**src/drg_pkg.sv**
```systemverilog
// Package: shared constants and types for the DRAM access and refresh glue
package drg_pkg;
	// Optional wait states added when the wait request is low
	localparam int unsigned OPT_WAIT_STATES = 1;
	// Idle (inactive) level of active-low registered outputs after reset
	localparam logic        RST_HIGH        = 1'b1;
	// Mode pin inactive value (normal access mode)
	localparam logic        MODE_NORMAL     = 1'b1;
	// Mode pin active value (forced refresh)
	localparam logic        MODE_FORCED     = 1'b0;
	// Registered delay-chain state kept by the device end
	typedef struct packed {
		logic mode_n;
		logic dly_a_n;
		logic dly_b_n;
		logic dly_c_n;
	} drg_chain_t;
	// Reset value of the delay chain: all inactive
	localparam drg_chain_t CHAIN_RESET = '{mode_n: 1'b1, dly_a_n: 1'b1, dly_b_n: 1'b1, dly_c_n: 1'b1};
endpackage

```
**src/drg_link_if.sv**
```systemverilog
// Interface: signals between the bus/controller side and the glue device
`timescale 1ns/100ps
`default_nettype none
interface drg_link_if;
	logic addr_strobe_n;
	logic chip_select_n;
	logic read_not_write;
	logic refresh_request_in;
	logic any_byte_strobe;
	logic wait_req_n;
	logic hidden_refresh_disable_n;
	logic out_enable_n;
	logic row_strobe_request_n;
	logic transfer_ack_n;
	logic cycle_done_n;
	logic access_during_refresh_n;
	logic controller_mode_select;
	logic delay_stage_a_n;
	logic delay_stage_b_n;
	logic delay_stage_c_n;
	// Device end: the glue logic
	modport device (
		input  addr_strobe_n, chip_select_n, read_not_write, refresh_request_in,
		input  any_byte_strobe, wait_req_n, hidden_refresh_disable_n, out_enable_n,
		output row_strobe_request_n, transfer_ack_n, cycle_done_n, access_during_refresh_n,
		output controller_mode_select, delay_stage_a_n, delay_stage_b_n, delay_stage_c_n
	);
	// System end: the bus master and controller side
	modport system (
		output addr_strobe_n, chip_select_n, read_not_write, refresh_request_in,
		output any_byte_strobe, wait_req_n, hidden_refresh_disable_n, out_enable_n,
		input  row_strobe_request_n, transfer_ack_n, cycle_done_n, access_during_refresh_n,
		input  controller_mode_select, delay_stage_a_n, delay_stage_b_n, delay_stage_c_n
	);
endinterface
`default_nettype wire

```
**src/drg_device_end.sv**
```systemverilog
// Device end: access decode, refresh arbitration and acknowledge timing
`timescale 1ns/100ps
`default_nettype none
module drg_device_end (
	input  wire logic      i_clock,
	input  wire logic      i_rstn,
	drg_link_if.device     link,
	output logic           o_access_active,
	output logic           o_refresh_forced
);
	import drg_pkg::*;

	// Active-high views of the inputs, plus the low clock phase
	logic as_a;
	logic cs_a;
	logic rd_a;
	logic refresh_request_in_a;
	logic ds_a;
	logic wait_a;
	logic dh_a;
	logic clk_lo;
	// Registered active-high state and its next values
	logic mode_q;
	logic d2_q;
	logic d3_q;
	logic d4_q;
	logic cyc_q;
	logic incy_q;
	logic ack_q;
	logic ras_q;
	logic ras_d;
	logic cyc_d;
	logic incy_d;
	logic ack_d;
	logic mode_d;
	logic d2_d;
	logic d4_d;

	assign as_a   = ~link.addr_strobe_n;
	assign cs_a   = ~link.chip_select_n;
	// Direction decides read versus write
	assign rd_a   = link.read_not_write;
	assign refresh_request_in_a = link.refresh_request_in;
	assign ds_a   = ~link.any_byte_strobe;
	assign wait_a = ~link.wait_req_n;
	assign dh_a   = ~link.hidden_refresh_disable_n;
	// Low clock phase is modelled by the delay-stage c marking state three
	assign clk_lo = d4_q;

	// Row strobe request terms
	always_comb begin
		ras_d = 1'b0;
		// Selected access starts when select and strobe true
		if (cs_a && !incy_q && as_a && !mode_q && d4_q && !cyc_q && clk_lo)
			ras_d = 1'b1;
		// Hidden refresh on foreign access unless disabled
		if (!cs_a && !incy_q && as_a && !mode_q && d2_q && !cyc_q && !dh_a)
			ras_d = 1'b1;
		// Pending access proceeds once refresh is over
		if (cs_a && incy_q && as_a && !mode_q && d4_q && !cyc_q && clk_lo)
			ras_d = 1'b1;
		// Hold while the cycle lasts
		if ((cs_a && ras_q && !mode_q && as_a) || (ras_q && !mode_q && d2_q))
			ras_d = 1'b1;
	end

	// Cycle done terms
	always_comb begin
		cyc_d = (!mode_q && d2_q && d3_q && !d4_q)
			|| (cyc_q && as_a)
			|| (!cs_a && as_a && !mode_q && !d2_q && !d3_q && !d4_q);
	end

	// Access-during-refresh set and hold
	always_comb begin
		incy_d = (mode_q && as_a) || (incy_q && d4_q && as_a);
	end

	// Acknowledge: zero or one wait state by wait request
	always_comb begin
		ack_d = 1'b0;
		if (cs_a) begin
			// Writes: gated by delay stage a when waiting; never during refresh
			if (as_a && !rd_a && !mode_q && (!wait_a || d2_q))
				ack_d = 1'b1;
			// Reads use combined byte strobe for test-and-set
			if (ds_a && rd_a && !mode_q && (!wait_a || d2_q))
				ack_d = 1'b1;
			// Continuation terms, including read-modify-write
			if ((ack_q && d2_q && !mode_q) || (ack_q && as_a && ras_q && !mode_q && !cyc_q)
				|| (ack_q && as_a && !rd_a && !mode_q))
				ack_d = 1'b1;
		end
	end

	// Forced refresh mode
	// The request is active high; starting only with no row request pending, and with no finished
	// cycle pending except in a foreign access, keeps a refresh from cutting into a DRAM access under way
	always_comb begin
		mode_d = (refresh_request_in_a && !as_a && !cyc_q && !ras_q)
			// Long access to another device: refresh in its quiet tail
			|| (!cs_a && refresh_request_in_a && as_a && cyc_q && !d2_q && !d3_q && !ras_q)
			|| (mode_q && !d3_q) || (mode_q && !d4_q);
	end

	// Delay chain next values
	always_comb begin
		d2_d = (mode_q && !d4_q)
			|| (!incy_q && as_a && !cyc_q && !mode_q && !d3_q && d4_q)
			|| (cs_a && incy_q && as_a && !cyc_q && !mode_q && !d3_q && d4_q)
			|| (!mode_q && d2_q && !d3_q)
			// Second stage pass for a wait state when the wait request is low
			|| (cs_a && wait_a && as_a && !mode_q && d2_q && d3_q && !d4_q)
			|| (cs_a && as_a && !rd_a && cyc_q && !mode_q && !d2_q && !d3_q && !d4_q);
		d4_d = d3_q || (!as_a && !mode_q)
			|| (!cs_a && refresh_request_in_a && as_a && cyc_q && !d2_q && !d3_q && !ras_q && !mode_q);
	end

	// Registered state on rising clock; reset for simulation only
	always_ff @(posedge i_clock or negedge i_rstn) begin
		if (!i_rstn) begin
			mode_q <= ~CHAIN_RESET.mode_n;
			d2_q   <= ~CHAIN_RESET.dly_a_n;
			d3_q   <= ~CHAIN_RESET.dly_b_n;
			d4_q   <= ~CHAIN_RESET.dly_c_n;
		end else begin
			mode_q <= mode_d;
			d2_q   <= d2_d;
			d3_q   <= d2_q && !d4_q;
			d4_q   <= d4_d;
		end
	end

	// Cycle done flag
	always_ff @(posedge i_clock or negedge i_rstn) begin
		if (!i_rstn) begin
			cyc_q <= ~RST_HIGH;
		end else begin
			cyc_q <= cyc_d;
		end
	end

	// Access-during-refresh flag
	always_ff @(posedge i_clock or negedge i_rstn) begin
		if (!i_rstn) begin
			incy_q <= ~RST_HIGH;
		end else begin
			incy_q <= incy_d;
		end
	end

	// Acknowledge held off during waits
	always_ff @(posedge i_clock or negedge i_rstn) begin
		if (!i_rstn) begin
			ack_q <= ~RST_HIGH;
		end else begin
			ack_q <= ack_d;
		end
	end

	// Row strobe request
	always_ff @(posedge i_clock or negedge i_rstn) begin
		if (!i_rstn) begin
			ras_q <= ~RST_HIGH;
		end else begin
			ras_q <= ras_d;
		end
	end

	// Active-low pins toward the link; output enable is held low by the system
	assign link.row_strobe_request_n    = ~ras_q;
	assign link.transfer_ack_n          = ~ack_q;
	assign link.cycle_done_n            = ~cyc_q;
	assign link.access_during_refresh_n = ~incy_q;
	assign link.controller_mode_select  = mode_q ? MODE_FORCED : MODE_NORMAL;
	assign link.delay_stage_a_n         = ~d2_q;
	assign link.delay_stage_b_n         = ~d3_q;
	assign link.delay_stage_c_n         = ~d4_q;

	// User-side status copies
	always_ff @(posedge i_clock or negedge i_rstn) begin
		if (!i_rstn) begin
			o_access_active  <= ~RST_HIGH;
			o_refresh_forced <= ~RST_HIGH;
		end else begin
			o_access_active  <= ras_q;
			o_refresh_forced <= mode_q;
		end
	end
endmodule
`default_nettype wire

```
**src/flat_wrapper.sv**
```systemverilog
// flat-port wrapper written by rule: the top's interface ports become plain ports
module drg_device_end_flat import drg_pkg::*;
  (i_clock, i_rstn, o_access_active, o_refresh_forced, link_addr_strobe_n, link_chip_select_n, link_read_not_write, link_refresh_request_in, link_any_byte_strobe, link_wait_req_n, link_hidden_refresh_disable_n, link_out_enable_n, link_row_strobe_request_n, link_transfer_ack_n, link_cycle_done_n, link_access_during_refresh_n, link_controller_mode_select, link_delay_stage_a_n, link_delay_stage_b_n, link_delay_stage_c_n);
  drg_link_if link_i ();
  input  wire logic i_clock;
  input  wire logic i_rstn;
  output logic o_access_active;
  output logic o_refresh_forced;
  input wire logic [$bits(link_i.addr_strobe_n)-1:0] link_addr_strobe_n;
  input wire logic [$bits(link_i.chip_select_n)-1:0] link_chip_select_n;
  input wire logic [$bits(link_i.read_not_write)-1:0] link_read_not_write;
  input wire logic [$bits(link_i.refresh_request_in)-1:0] link_refresh_request_in;
  input wire logic [$bits(link_i.any_byte_strobe)-1:0] link_any_byte_strobe;
  input wire logic [$bits(link_i.wait_req_n)-1:0] link_wait_req_n;
  input wire logic [$bits(link_i.hidden_refresh_disable_n)-1:0] link_hidden_refresh_disable_n;
  input wire logic [$bits(link_i.out_enable_n)-1:0] link_out_enable_n;
  output wire logic [$bits(link_i.row_strobe_request_n)-1:0] link_row_strobe_request_n;
  output wire logic [$bits(link_i.transfer_ack_n)-1:0] link_transfer_ack_n;
  output wire logic [$bits(link_i.cycle_done_n)-1:0] link_cycle_done_n;
  output wire logic [$bits(link_i.access_during_refresh_n)-1:0] link_access_during_refresh_n;
  output wire logic [$bits(link_i.controller_mode_select)-1:0] link_controller_mode_select;
  output wire logic [$bits(link_i.delay_stage_a_n)-1:0] link_delay_stage_a_n;
  output wire logic [$bits(link_i.delay_stage_b_n)-1:0] link_delay_stage_b_n;
  output wire logic [$bits(link_i.delay_stage_c_n)-1:0] link_delay_stage_c_n;
  assign link_i.addr_strobe_n = link_addr_strobe_n;
  assign link_i.chip_select_n = link_chip_select_n;
  assign link_i.read_not_write = link_read_not_write;
  assign link_i.refresh_request_in = link_refresh_request_in;
  assign link_i.any_byte_strobe = link_any_byte_strobe;
  assign link_i.wait_req_n = link_wait_req_n;
  assign link_i.hidden_refresh_disable_n = link_hidden_refresh_disable_n;
  assign link_i.out_enable_n = link_out_enable_n;
  assign link_row_strobe_request_n = link_i.row_strobe_request_n;
  assign link_transfer_ack_n = link_i.transfer_ack_n;
  assign link_cycle_done_n = link_i.cycle_done_n;
  assign link_access_during_refresh_n = link_i.access_during_refresh_n;
  assign link_controller_mode_select = link_i.controller_mode_select;
  assign link_delay_stage_a_n = link_i.delay_stage_a_n;
  assign link_delay_stage_b_n = link_i.delay_stage_b_n;
  assign link_delay_stage_c_n = link_i.delay_stage_c_n;
  drg_device_end u_core (.i_clock(i_clock), .i_rstn(i_rstn), .link(link_i), .o_access_active(o_access_active), .o_refresh_forced(o_refresh_forced));
endmodule
```
**config.mk**
```make
export PLATFORM = sky130hd
export DESIGN_NAME = drg_device_end_flat
export DESIGN_NICKNAME = d
export VERILOG_FILES = /design/src/drg_pkg.sv /design/src/drg_link_if.sv /design/src/drg_device_end.sv /design/src/flat_wrapper.sv
export SDC_FILE = /design/constraint.sdc
export NUM_CORES = 1
export LEC_CHECK = 0
export ABC_AREA = 1
export BUFFER_PORTS_ARGS = -buffer_cell sky130_fd_sc_hd__buf_2
export CAP_MARGIN = 20
export CELL_PAD_IN_SITES_DETAIL_PLACEMENT = 0
export CELL_PAD_IN_SITES_GLOBAL_PLACEMENT = 1
export CORE_MARGIN = 4
export CORE_UTILIZATION = 32
export CTS_CLUSTER_DIAMETER = 40
export DETAILED_ROUTE_END_ITERATION = 12
export PLACE_DENSITY = 0.76
export SLEW_MARGIN = 20
export SYNTH_ARGS = -nofsm -noshare
export SYNTH_HDL_FRONTEND = slang
export SYNTH_SLANG_ARGS = --single-unit
```
**constraint.sdc**
```tcl
create_clock -name i_clock -period 1.3 [get_ports i_clock]
set_clock_uncertainty 0.05 [all_clocks]
set_input_delay 0.26 -clock i_clock [delete_from_list [all_inputs] [get_ports i_clock]]
set_output_delay 0.26 -clock i_clock [all_outputs]
set_load 0.02 [all_outputs]
```
==> results.sh, run 1 <==
export IMPL_drive_gt1_frac=0.429
export IMPL_synth_nets=79
export IMPL_first_global_vias=511
export IMPL_clk_pin_slew_worst_paths_ps=70
export IMPL_relSlewSlack=0.842
export IMPL_root_buffer="clkbuf_4"
export IMPL_r2r_setup_slack_ps=110
export IMPL_ir_worst_vdd_mv=1.19
export IMPL_rows=14
export IMPL_cts_sinks=10
export IMPL_nets=109
export IMPL_critPathCaptureType="output port"
export IMPL_vias=554
export IMPL_reg2reg_depth=8
export IMPL_r2r_start="u_core.mode_q$_DFF_PN0_"
export IMPL_syn_inst=69
export IMPL_core_area_mm2=0.00154
export IMPL_worstPathArrival_ps=940
export IMPL_endpoint="link_controller_mode_select"
export IMPL_dp_final_hpwl_um=1070
export IMPL_clock_latency_ps=270
export IMPL_synth_cell_area_um2=533
export IMPL_fin_area_um2=744
export IMPL_drtAntennaViolNets=0
export IMPL_min_from="link_chip_select_n"
export IMPL_avgRoutedWirePerCell_um=12.2
export IMPL_grtUsageTotal=0.123
export IMPL_drv_cap=0
export IMPL_gp_congestion=0.818
export IMPL_yosys_warnings=0
export IMPL_clk_path_buf_depth=2
export IMPL_antenna_cells=0
export IMPL_path_class="reg -> out"
export IMPL_layout_commonest_cell="buf_2"
export IMPL_overflow=0
export IMPL_antenna_found_initial=0
export IMPL_drt_iter0_drc=9
export IMPL_final_cell_mix="15 x buf_2, 11 x nand2_1, 9 x nor2_1, 9 x buf_4, 8 x dfrtp_1"
export IMPL_setup_viol=0
export IMPL_cts_htree_levels=1
export IMPL_synth_seq_area_share=0.469
export IMPL_via_per_inst=4.86
export IMPL_finalHoldViolCount=0
export IMPL_grt_first_pass_wirelength_um=2300
export IMPL_area_growth_pct=39.7
export IMPL_drt_total_wl_um=1390
export IMPL_die_area_mm2=0.00238
export IMPL_dieWidth_um=48.8
export IMPL_fin_crit_ps=1250
export IMPL_power_leakage_nw=0.383
export IMPL_drv_slew=0
export IMPL_cp_data_required_time_ps=990
export IMPL_critPathLaunch="u_core.mode_q$_DFF_PN0_"
export IMPL_tightestPinTransition_ps=237
export IMPL_cts_made_buffers=3
export IMPL_ys_types=16
export IMPL_syn_avg_cell_area_um2=7.72
export IMPL_ys_ff_latch=10
export IMPL_tritoncts="yes"
export IMPL_die_h_um=48.8
export IMPL_period_share=0.962
export IMPL_critPathMaxStageDelay_ps=460
export IMPL_r2r_end="u_core.d2_q$_DFF_PN0_"
export IMPL_hold_class="in -> reg"
export IMPL_start_util=0.346
export IMPL_placed_cell_area_um2=643
export IMPL_cpMaxStageDelayCell="dfrtp_2"
export IMPL_rsz0062_at_grt="yes"
export IMPL_crit_chain="inv_2, buf_4"
export IMPL_cp_start_kind="flip-flop"
export IMPL_num_io_pins=20
export IMPL_path_max_fanout=6
export IMPL_drc_errors=0
export IMPL_status="finished clean"
export IMPL_max_freq_ghz=0.800
export IMPL_port_buffers=18
export IMPL_grt_max_degree=11
export IMPL_total_power_mw=1.64
export IMPL_firstDrtPassIters=4
export IMPL_p_per_area_mw_per_mm2=2210
==> state kept, by name, summed over array words and instances, names as in the netlist <==
signal	count
u_core.clk_lo	1
u_core.ras_q	1
u_core.d2_q	1
u_core.mode_q	1
u_core.cyc_q	1
u_core.ack_q	1
u_core.o_refresh_forced	1
u_core.incy_q	1
u_core.o_access_active	1
u_core.d3_q	1
==> layer usage <==
layer  GRT usage  vias to the layer above  part of all wire
met3      0.0642                        3             0.089
met5           0                        -                 0
met2       0.165                       24              0.45
li1            -                      286                 -
met1       0.167                      241              0.46
met4      0.0448                        0            0.0079
==> critical path: cells and delay by family, from the launching register on <==
| family | cells | cell delay (ps) |
|---|---|---|
| buffers and inverters | 2 | 210 |
| flip-flops | 1 | 460 |
==> synthesized netlist by cell type <==
cell / instances / area, um2
inv_1: 8 / 30.0
nor2_2: 2 / 12.5
inv_2: 4 / 15.0
o21ai_0: 2 / 10.0
nand3b_1: 1 / 7.51
o211ai_1: 1 / 7.51
dfrtp_1: 10 / 250
o21ai_1: 1 / 5.00
nand2_2: 3 / 18.8
nor3_2: 1 / 10.0
nand2_1: 11 / 41.3
a21oi_2: 1 / 8.76
nor2_1: 9 / 33.8
nand4_1: 6 / 37.5
nand3_1: 6 / 30.0
a21oi_1: 3 / 15.0
==> timing repair <==
item | CTS | global route
hold buffers | 1 | 0
setup buffers | 3 | 3
hold endpoints to repair | 10 | 0
endpoints found under the setup margin | 5 | 5
gates resized for setup | 2 | 4
==> layout make-up <==
class | instances | area, um2
clock buffer | 4 | 36.3
fill | 162 | 797
inverter | 12 | 45.0
multi-input combinational | 47 | 238
sequential | 10 | 253
tap | 16 | 20.0
timing repair buffer | 25 | 153
==> cell families (layout without fill, tap and decap cells) <==
family          after synthesis  in the layout  share of synthesized area
compound gates                8              8                     0.0868
buf+inv                      12             41                     0.0845
flops                        10             10                      0.469
simple gates                 39             39                      0.359
==> how the worst min path moves through the flow <==
stage,endpoint,slack [ps],cells after the start
after floorplan,u_core.ack_q$_DFF_PN0_,-90,0
after detailed placement,u_core.ras_q$_DFF_PN0_,90,1
after global placement,u_core.o_access_active$_DFF_PN0_,90,1
final,u_core.ack_q$_DFF_PN0_,170,2
after global routing,u_core.ack_q$_DFF_PN0_,180,2
after CTS,u_core.ack_q$_DFF_PN0_,160,2
==> power breakdown <==
part | internal, mW | leakage (nW) | switching [mW] | total, mW
Sequential | 0.424 | 0.123 | 0.0999 | 0.524
Clock | 0.170 | 0.0210 | 0.113 | 0.283
Combinational | 0.335 | 0.239 | 0.501 | 0.836
==> metrics by stage <==
stage	hold slack [ps]	setup TNS (ps)	utilization	setup slack, ps	std cells
after floorplan	-85.6	0	-	253	69
after global placement	87.5	0	0.417	174	103
after detailed placement	85.9	0	0.417	166	103
after CTS	163	0	0.464	0.113	111
after global routing	175	-1.77	0.483	-1.77	114
final	173	0	0.483	49.6	114
No activity file was read; power rests on OpenSTA's default activity.
==> inputs of run 2 (changes only) <==
--- a/config.mk
+++ b/config.mk
@@ -14,6 +14,7 @@
 export CORE_UTILIZATION = 32
 export CTS_CLUSTER_DIAMETER = 40
 export DETAILED_ROUTE_END_ITERATION = 12
+export GPL_TIMING_DRIVEN = 0
 export PLACE_DENSITY = 0.76
 export SLEW_MARGIN = 20
 export SYNTH_ARGS = -nofsm -noshare
==> run 2 against run 1 <==
Critical path depth is the same. Cell count grew 0.88%. Register-to-register slack gained 20 ps. Sequential power is essentially flat. Worst setup slack gained 6.8 ps. Wire length shrank 2.2%. Global-route usage shrank 0.70 points. Combinational power grew 3.1%.
==> results.sh, run 2 (synthesis gave the netlist of run 1 again) <==
export IMPL_max_freq_ghz=0.804
export IMPL_via_per_inst=4.94
export IMPL_tritoncts="yes"
export IMPL_avgRoutedWirePerCell_um=11.9
export IMPL_setup_slack_ps=56.4
export IMPL_drive_gt1_frac=0.444
export IMPL_rows=14
export IMPL_ir_worst_vdd_mv=1.11
export IMPL_setup_viol=0
export IMPL_final_util=0.488
export IMPL_hold_class="in -> reg"
export IMPL_firstDrtPassIters=4
export IMPL_grt_max_degree=11
export IMPL_grt_first_pass_wirelength_um=2190
export IMPL_drt_total_wl_um=1360
export IMPL_period_share=0.957
export IMPL_drc_errors=0
export IMPL_port_buffers=18
export IMPL_status="finished clean"
export IMPL_critPathCaptureType="output port"
export IMPL_place_ws_ps=194
export IMPL_vias=568
export IMPL_overflow=0
export IMPL_clk_path_buf_depth=2
export IMPL_gp_congestion=0.802
export IMPL_hold_depth=2
export IMPL_layout_commonest_cell="buf_2"
export IMPL_cts_htree_levels=1
export IMPL_critPathTopFamily="flip-flops"
export IMPL_tightestPinTransition_ps=233
export IMPL_reg2reg_depth=6
export IMPL_final_cell_mix="15 x buf_2, 11 x nand2_1, 10 x buf_4"
export IMPL_antenna_found_initial=0
export IMPL_grtUsageTotal=0.116
export IMPL_placed_cell_area_um2=643
export IMPL_netSwitchingPower_mw=0.719
export IMPL_crit_chain="inv_1, buf_4"
export IMPL_clockPowerShare=0.168
export IMPL_cts_sinks=10
export IMPL_p_sw_frac=0.432
export IMPL_die_h_um=48.8
export IMPL_pwr_share_comb=0.518
export IMPL_cp_data_required_time_ps=990
export IMPL_drv_slew=0
export IMPL_power_frac_seq=0.314
export IMPL_critPathMaxStageDelay_ps=420
export IMPL_clock_latency_ps=270
export IMPL_die_area_mm2=0.00238
export IMPL_finalHoldViolCount=0
export IMPL_path_class="reg -> out"
export IMPL_drv_cap=0
export IMPL_rsz0062_at_grt="no"
export IMPL_dp_final_hpwl_um=1020
export IMPL_cp_num_buf_inv=2
export IMPL_antenna_cells=0
export IMPL_drt_iter0_drc=16
export IMPL_fin_crit_ps=1240
export IMPL_num_io_pins=20
export IMPL_relSlewSlack=0.845
export IMPL_core_area_mm2=0.00154
export IMPL_nets=110
export IMPL_first_global_vias=523
export IMPL_worstPathArrival_ps=930
export IMPL_cts_made_buffers=3
export IMPL_area_growth_pct=41.1
export IMPL_nFillCells=154
export IMPL_start_util=0.346
export IMPL_root_buffer="clkbuf_4"
export IMPL_path_max_fanout=4
export IMPL_cpMaxStageDelayCell="dfrtp_1"
export IMPL_crit_cells=2
export IMPL_drtAntennaViolNets=0
export IMPL_cp_start_kind="flip-flop"
export IMPL_power_leakage_nw=0.388
export IMPL_fin_area_um2=752
export IMPL_clk_pin_slew_worst_paths_ps=70
export IMPL_fin_setup_tns_ps=0
export IMPL_dieWidth_um=48.8
export IMPL_p_per_area_mw_per_mm2=2210
export IMPL_intPower_mw=0.943
-- run 2: changes by cell type in the layout (fill, tap and decap cells not counted), sizes merged --
cell / delta
buf: +1
-- run 2: metrics by stage --
| stage | hold slack [ps] | instances | power, mW |
|---|---|---|---|
| 5_1_grt | 176 | 115 | 1.79 |
| 3_5_place_dp | 84.5 | 103 | 1.20 |
| 4_1_cts | 161 | 110 | 1.55 |
| 3_3_place_gp | 87.9 | 103 | 1.20 |
| 6_report | 180 | 115 | 1.66 |
| 2_1_floorplan | -85.6 | 69 | 0.980 |
-- run 2: worst paths after layout --
kind	startpoint	end	slack, ps
max	u_core.ras_q$_DFF_PN0_	link_row_strobe_request_n	60
min reg2reg	u_core.mode_q$_DFF_PN0_	u_core.o_refresh_forced$_DFF_PN0_	390
max reg2reg	u_core.mode_q$_DFF_PN0_	u_core.ack_q$_DFF_PN0_	130
min in group asynchronous	i_rstn	u_core.o_refresh_forced$_DFF_PN0_	320
max in group asynchronous	i_rstn	u_core.d2_q$_DFF_PN0_	660
min	link_chip_select_n	u_core.ack_q$_DFF_PN0_	180
-- run 2: layout make-up --
cell class | count | area (um2) | share of cell area
Clock buffer | 4 | 36.3 | 0.0483
Inverter | 12 | 45.0 | 0.0599
Multi-Input combinational cell | 47 | 238 | 0.316
Sequential cell | 10 | 253 | 0.336
Tap cell | 16 | 20.0 | 0.0266
Timing Repair Buffer | 26 | 160 | 0.213
-- run 2: repair_timing --
item	4_1_cts	5_1_grt
gates resized for setup	3	4
pin swaps	0	0
setup endpoints to repair	5	5
buffers inserted	2	5
hold buffers	1	0
endpoints found under the hold margin	10	0
-- run 2: power groups by stage --
stage | sequential [mW] | combinational, mW | clock (mW)
floorplan | 0.549 | 0.431 | 0
global placement | 0.555 | 0.647 | 0
detailed placement | 0.554 | 0.643 | 0
CTS | 0.540 | 0.718 | 0.292
global route | 0.530 | 0.947 | 0.308
finish | 0.521 | 0.862 | 0.279
-- run 2: layer usage --
metal	up-vias	GRT usage	routed length (um)
li1	289	-	-
met1	259	0.146	647
met2	20	0.170	622
met3	0	0.0642	92
met4	0	0.0359	0
met5	-	0	0
==> inputs of run 3 (changes only) <==
--- a/config.mk
+++ b/config.mk
@@ -12,10 +12,10 @@
 export CELL_PAD_IN_SITES_GLOBAL_PLACEMENT = 1
 export CORE_MARGIN = 4
 export CORE_UTILIZATION = 32
-export CTS_CLUSTER_DIAMETER = 40
 export DETAILED_ROUTE_END_ITERATION = 12
 export GPL_TIMING_DRIVEN = 0
 export PLACE_DENSITY = 0.76
+export RECOVER_POWER = 50
 export SLEW_MARGIN = 20
 export SYNTH_ARGS = -nofsm -noshare
 export SYNTH_HDL_FRONTEND = slang
==> run 3 against run 2 <==
Non-clock buffer count is the same. Clock power is essentially flat. Sequential share of layout area grew 0.17 points. Worst hold slack lost 0.87 ps. Via count grew 0.53%.
==> results.sh, run 3 (synthesis gave the netlist of run 1 again) <==
export IMPL_clock_latency_ps=270
export IMPL_min_from="link_chip_select_n"
export IMPL_cp_start_kind="flip-flop"
export IMPL_start_util=0.346
export IMPL_drtAntennaViolNets=0
export IMPL_status="finished clean"
export IMPL_grtUsageMet2=0.170
export IMPL_gr_usage_met3=0.0642
export IMPL_clk_path_buf_depth=2
export IMPL_avgRoutedWirePerCell_um=11.9
export IMPL_core_area_mm2=0.00154
export IMPL_die_area_mm2=0.00238
export IMPL_via_per_inst=4.97
export IMPL_drc_errors=0
export IMPL_r2r_start="u_core.mode_q$_DFF_PN0_"
export IMPL_clk_pin_slew_worst_paths_ps=70
export IMPL_cts_sinks=10
export IMPL_drv_slew=0
export IMPL_final_cell_mix="14 x buf_2, 12 x nand2_1, 10 x buf_4"
export IMPL_ir_worst_vdd_mv=1.10
export IMPL_path_class="reg -> out"
export IMPL_hold_class="in -> reg"
export IMPL_hold_ws_ps=179
export IMPL_num_io_pins=20
export IMPL_crit_chain="inv_1, buf_4"
export IMPL_cts_htree_levels=1
export IMPL_cp_data_required_time_ps=990
export IMPL_relSlewSlack=0.631
export IMPL_dieWidth_um=48.8
export IMPL_port_buffers=18
export IMPL_gp_congestion=0.802
export IMPL_drv_cap=0
export IMPL_layout_commonest_cell="buf_2"
export IMPL_dp_final_hpwl_um=1020
export IMPL_firstDrtPassIters=4
export IMPL_period_share=0.957
export IMPL_use_met1=0.146
export IMPL_reg2reg_depth=6
export IMPL_fin_crit_ps=1240
export IMPL_grt_busiest_layer="met2"
export IMPL_r2r_end="u_core.ack_q$_DFF_PN0_"
export IMPL_critPathCaptureType="output port"
export IMPL_cpMaxStageDelayCell="dfrtp_1"
export IMPL_drt_total_wl_um=1360
export IMPL_total_power_mw=1.65
export IMPL_rows=14
export IMPL_path_max_fanout=4
export IMPL_grt_max_degree=11
export IMPL_critPathMaxStageDelay_ps=420
export IMPL_finalHoldViolCount=0
export IMPL_drive_gt1_frac=0.424
export IMPL_antenna_cells=0
export IMPL_vias=571
export IMPL_overflow=0
export IMPL_tritoncts="yes"
export IMPL_cts_made_buffers=3
export IMPL_tightestPinTransition_ps=553
export IMPL_p_per_area_mw_per_mm2=2210
export IMPL_root_buffer="clkbuf_4"
export IMPL_cp_num_buf_inv=2
export IMPL_min_to="u_core.ack_q$_DFF_PN0_"
export IMPL_worstPathArrival_ps=930
export IMPL_max_freq_ghz=0.804
export IMPL_nFillCells=155
export IMPL_power_leakage_nw=0.385
export IMPL_drt_iter0_drc=16
export IMPL_die_h_um=48.8
export IMPL_area_growth_pct=40.4
export IMPL_fin_setup_tns_ps=0
export IMPL_critPathTopFamily="flip-flops"
export IMPL_first_global_vias=523
export IMPL_hold_depth=2
export IMPL_grtUsageTotal=0.116
export IMPL_antenna_found_initial=0
export IMPL_nets=110
export IMPL_r2r_setup_slack_ps=130
export IMPL_setup_slack_ps=56.2
export IMPL_setup_viol=0
export IMPL_rsz0062_at_grt="no"
export IMPL_place_ws_ps=194
export IMPL_grt_first_pass_wirelength_um=2190
[run 3: final cells by class]
type,instances,area (um2),area share
Sequential cell,10,253,0.338
Multi-Input combinational cell,47,235,0.314
Timing Repair Buffer,26,159,0.212
Inverter,12,45.0,0.0602
Clock buffer,4,36.3,0.0485
Tap cell,16,20.0,0.0268
[run 3: per-layer routing]
| metal | share of wire | vias up |
|---|---|---|
| li1 | - | 288 |
| met1 | 0.48 | 259 |
| met2 | 0.45 | 24 |
| met3 | 0.067 | 0 |
| met4 | 0 | 0 |
| met5 | 0 | - |
[run 3: worst reg2reg max path, cell delays in order, from the launching register on]
cell and delay (ps):
dfrtp_2 440, buf_4 140, nor2_2 140, nand3_1 90
nand3_1 70, nand2_1 70, a21oi_2 100
[run 3: timing repair]
item | 4_1_cts | 5_1_grt
setup endpoints to repair | 5 | 5
buffers inserted | 2 | 5
gates resized for setup | 3 | 4
hold buffers | 1 | 0
hold endpoints to repair | 10 | 0
[run 3: stage by stage]
step           utilization  cells  cell area, um2
2_1_floorplan            -     69             533
3_3_place_gp         0.417    103             643
3_5_place_dp         0.417    103             643
4_1_cts              0.461    110             711
5_1_grt              0.485    115             748
6_report             0.485    115             748
[run 3: where the power goes]
part	leakage [nW]	switching, mW	internal [mW]
clock network	0.0210	0.109	0.170
registers	0.123	0.0963	0.424
logic	0.241	0.508	0.346
total	0.385	0.714	0.939
[run 3: how the worst max path moves through the flow]
stage	start	end	slack, ps	cells after the start
floorplan	u_core.mode_q$_DFF_PN0_	u_core.d2_q$_DFF_PN0_	250	5
global placement	u_core.mode_q$_DFF_PN0_	u_core.d2_q$_DFF_PN0_	170	7
detailed placement	u_core.mode_q$_DFF_PN0_	u_core.d2_q$_DFF_PN0_	190	7
CTS	u_core.d3_q$_DFF_PN0_	link_delay_stage_b_n	4	2
global route	u_core.ras_q$_DFF_PN0_	link_row_strobe_request_n	9	2
finish	u_core.ras_q$_DFF_PN0_	link_row_strobe_request_n	60	2
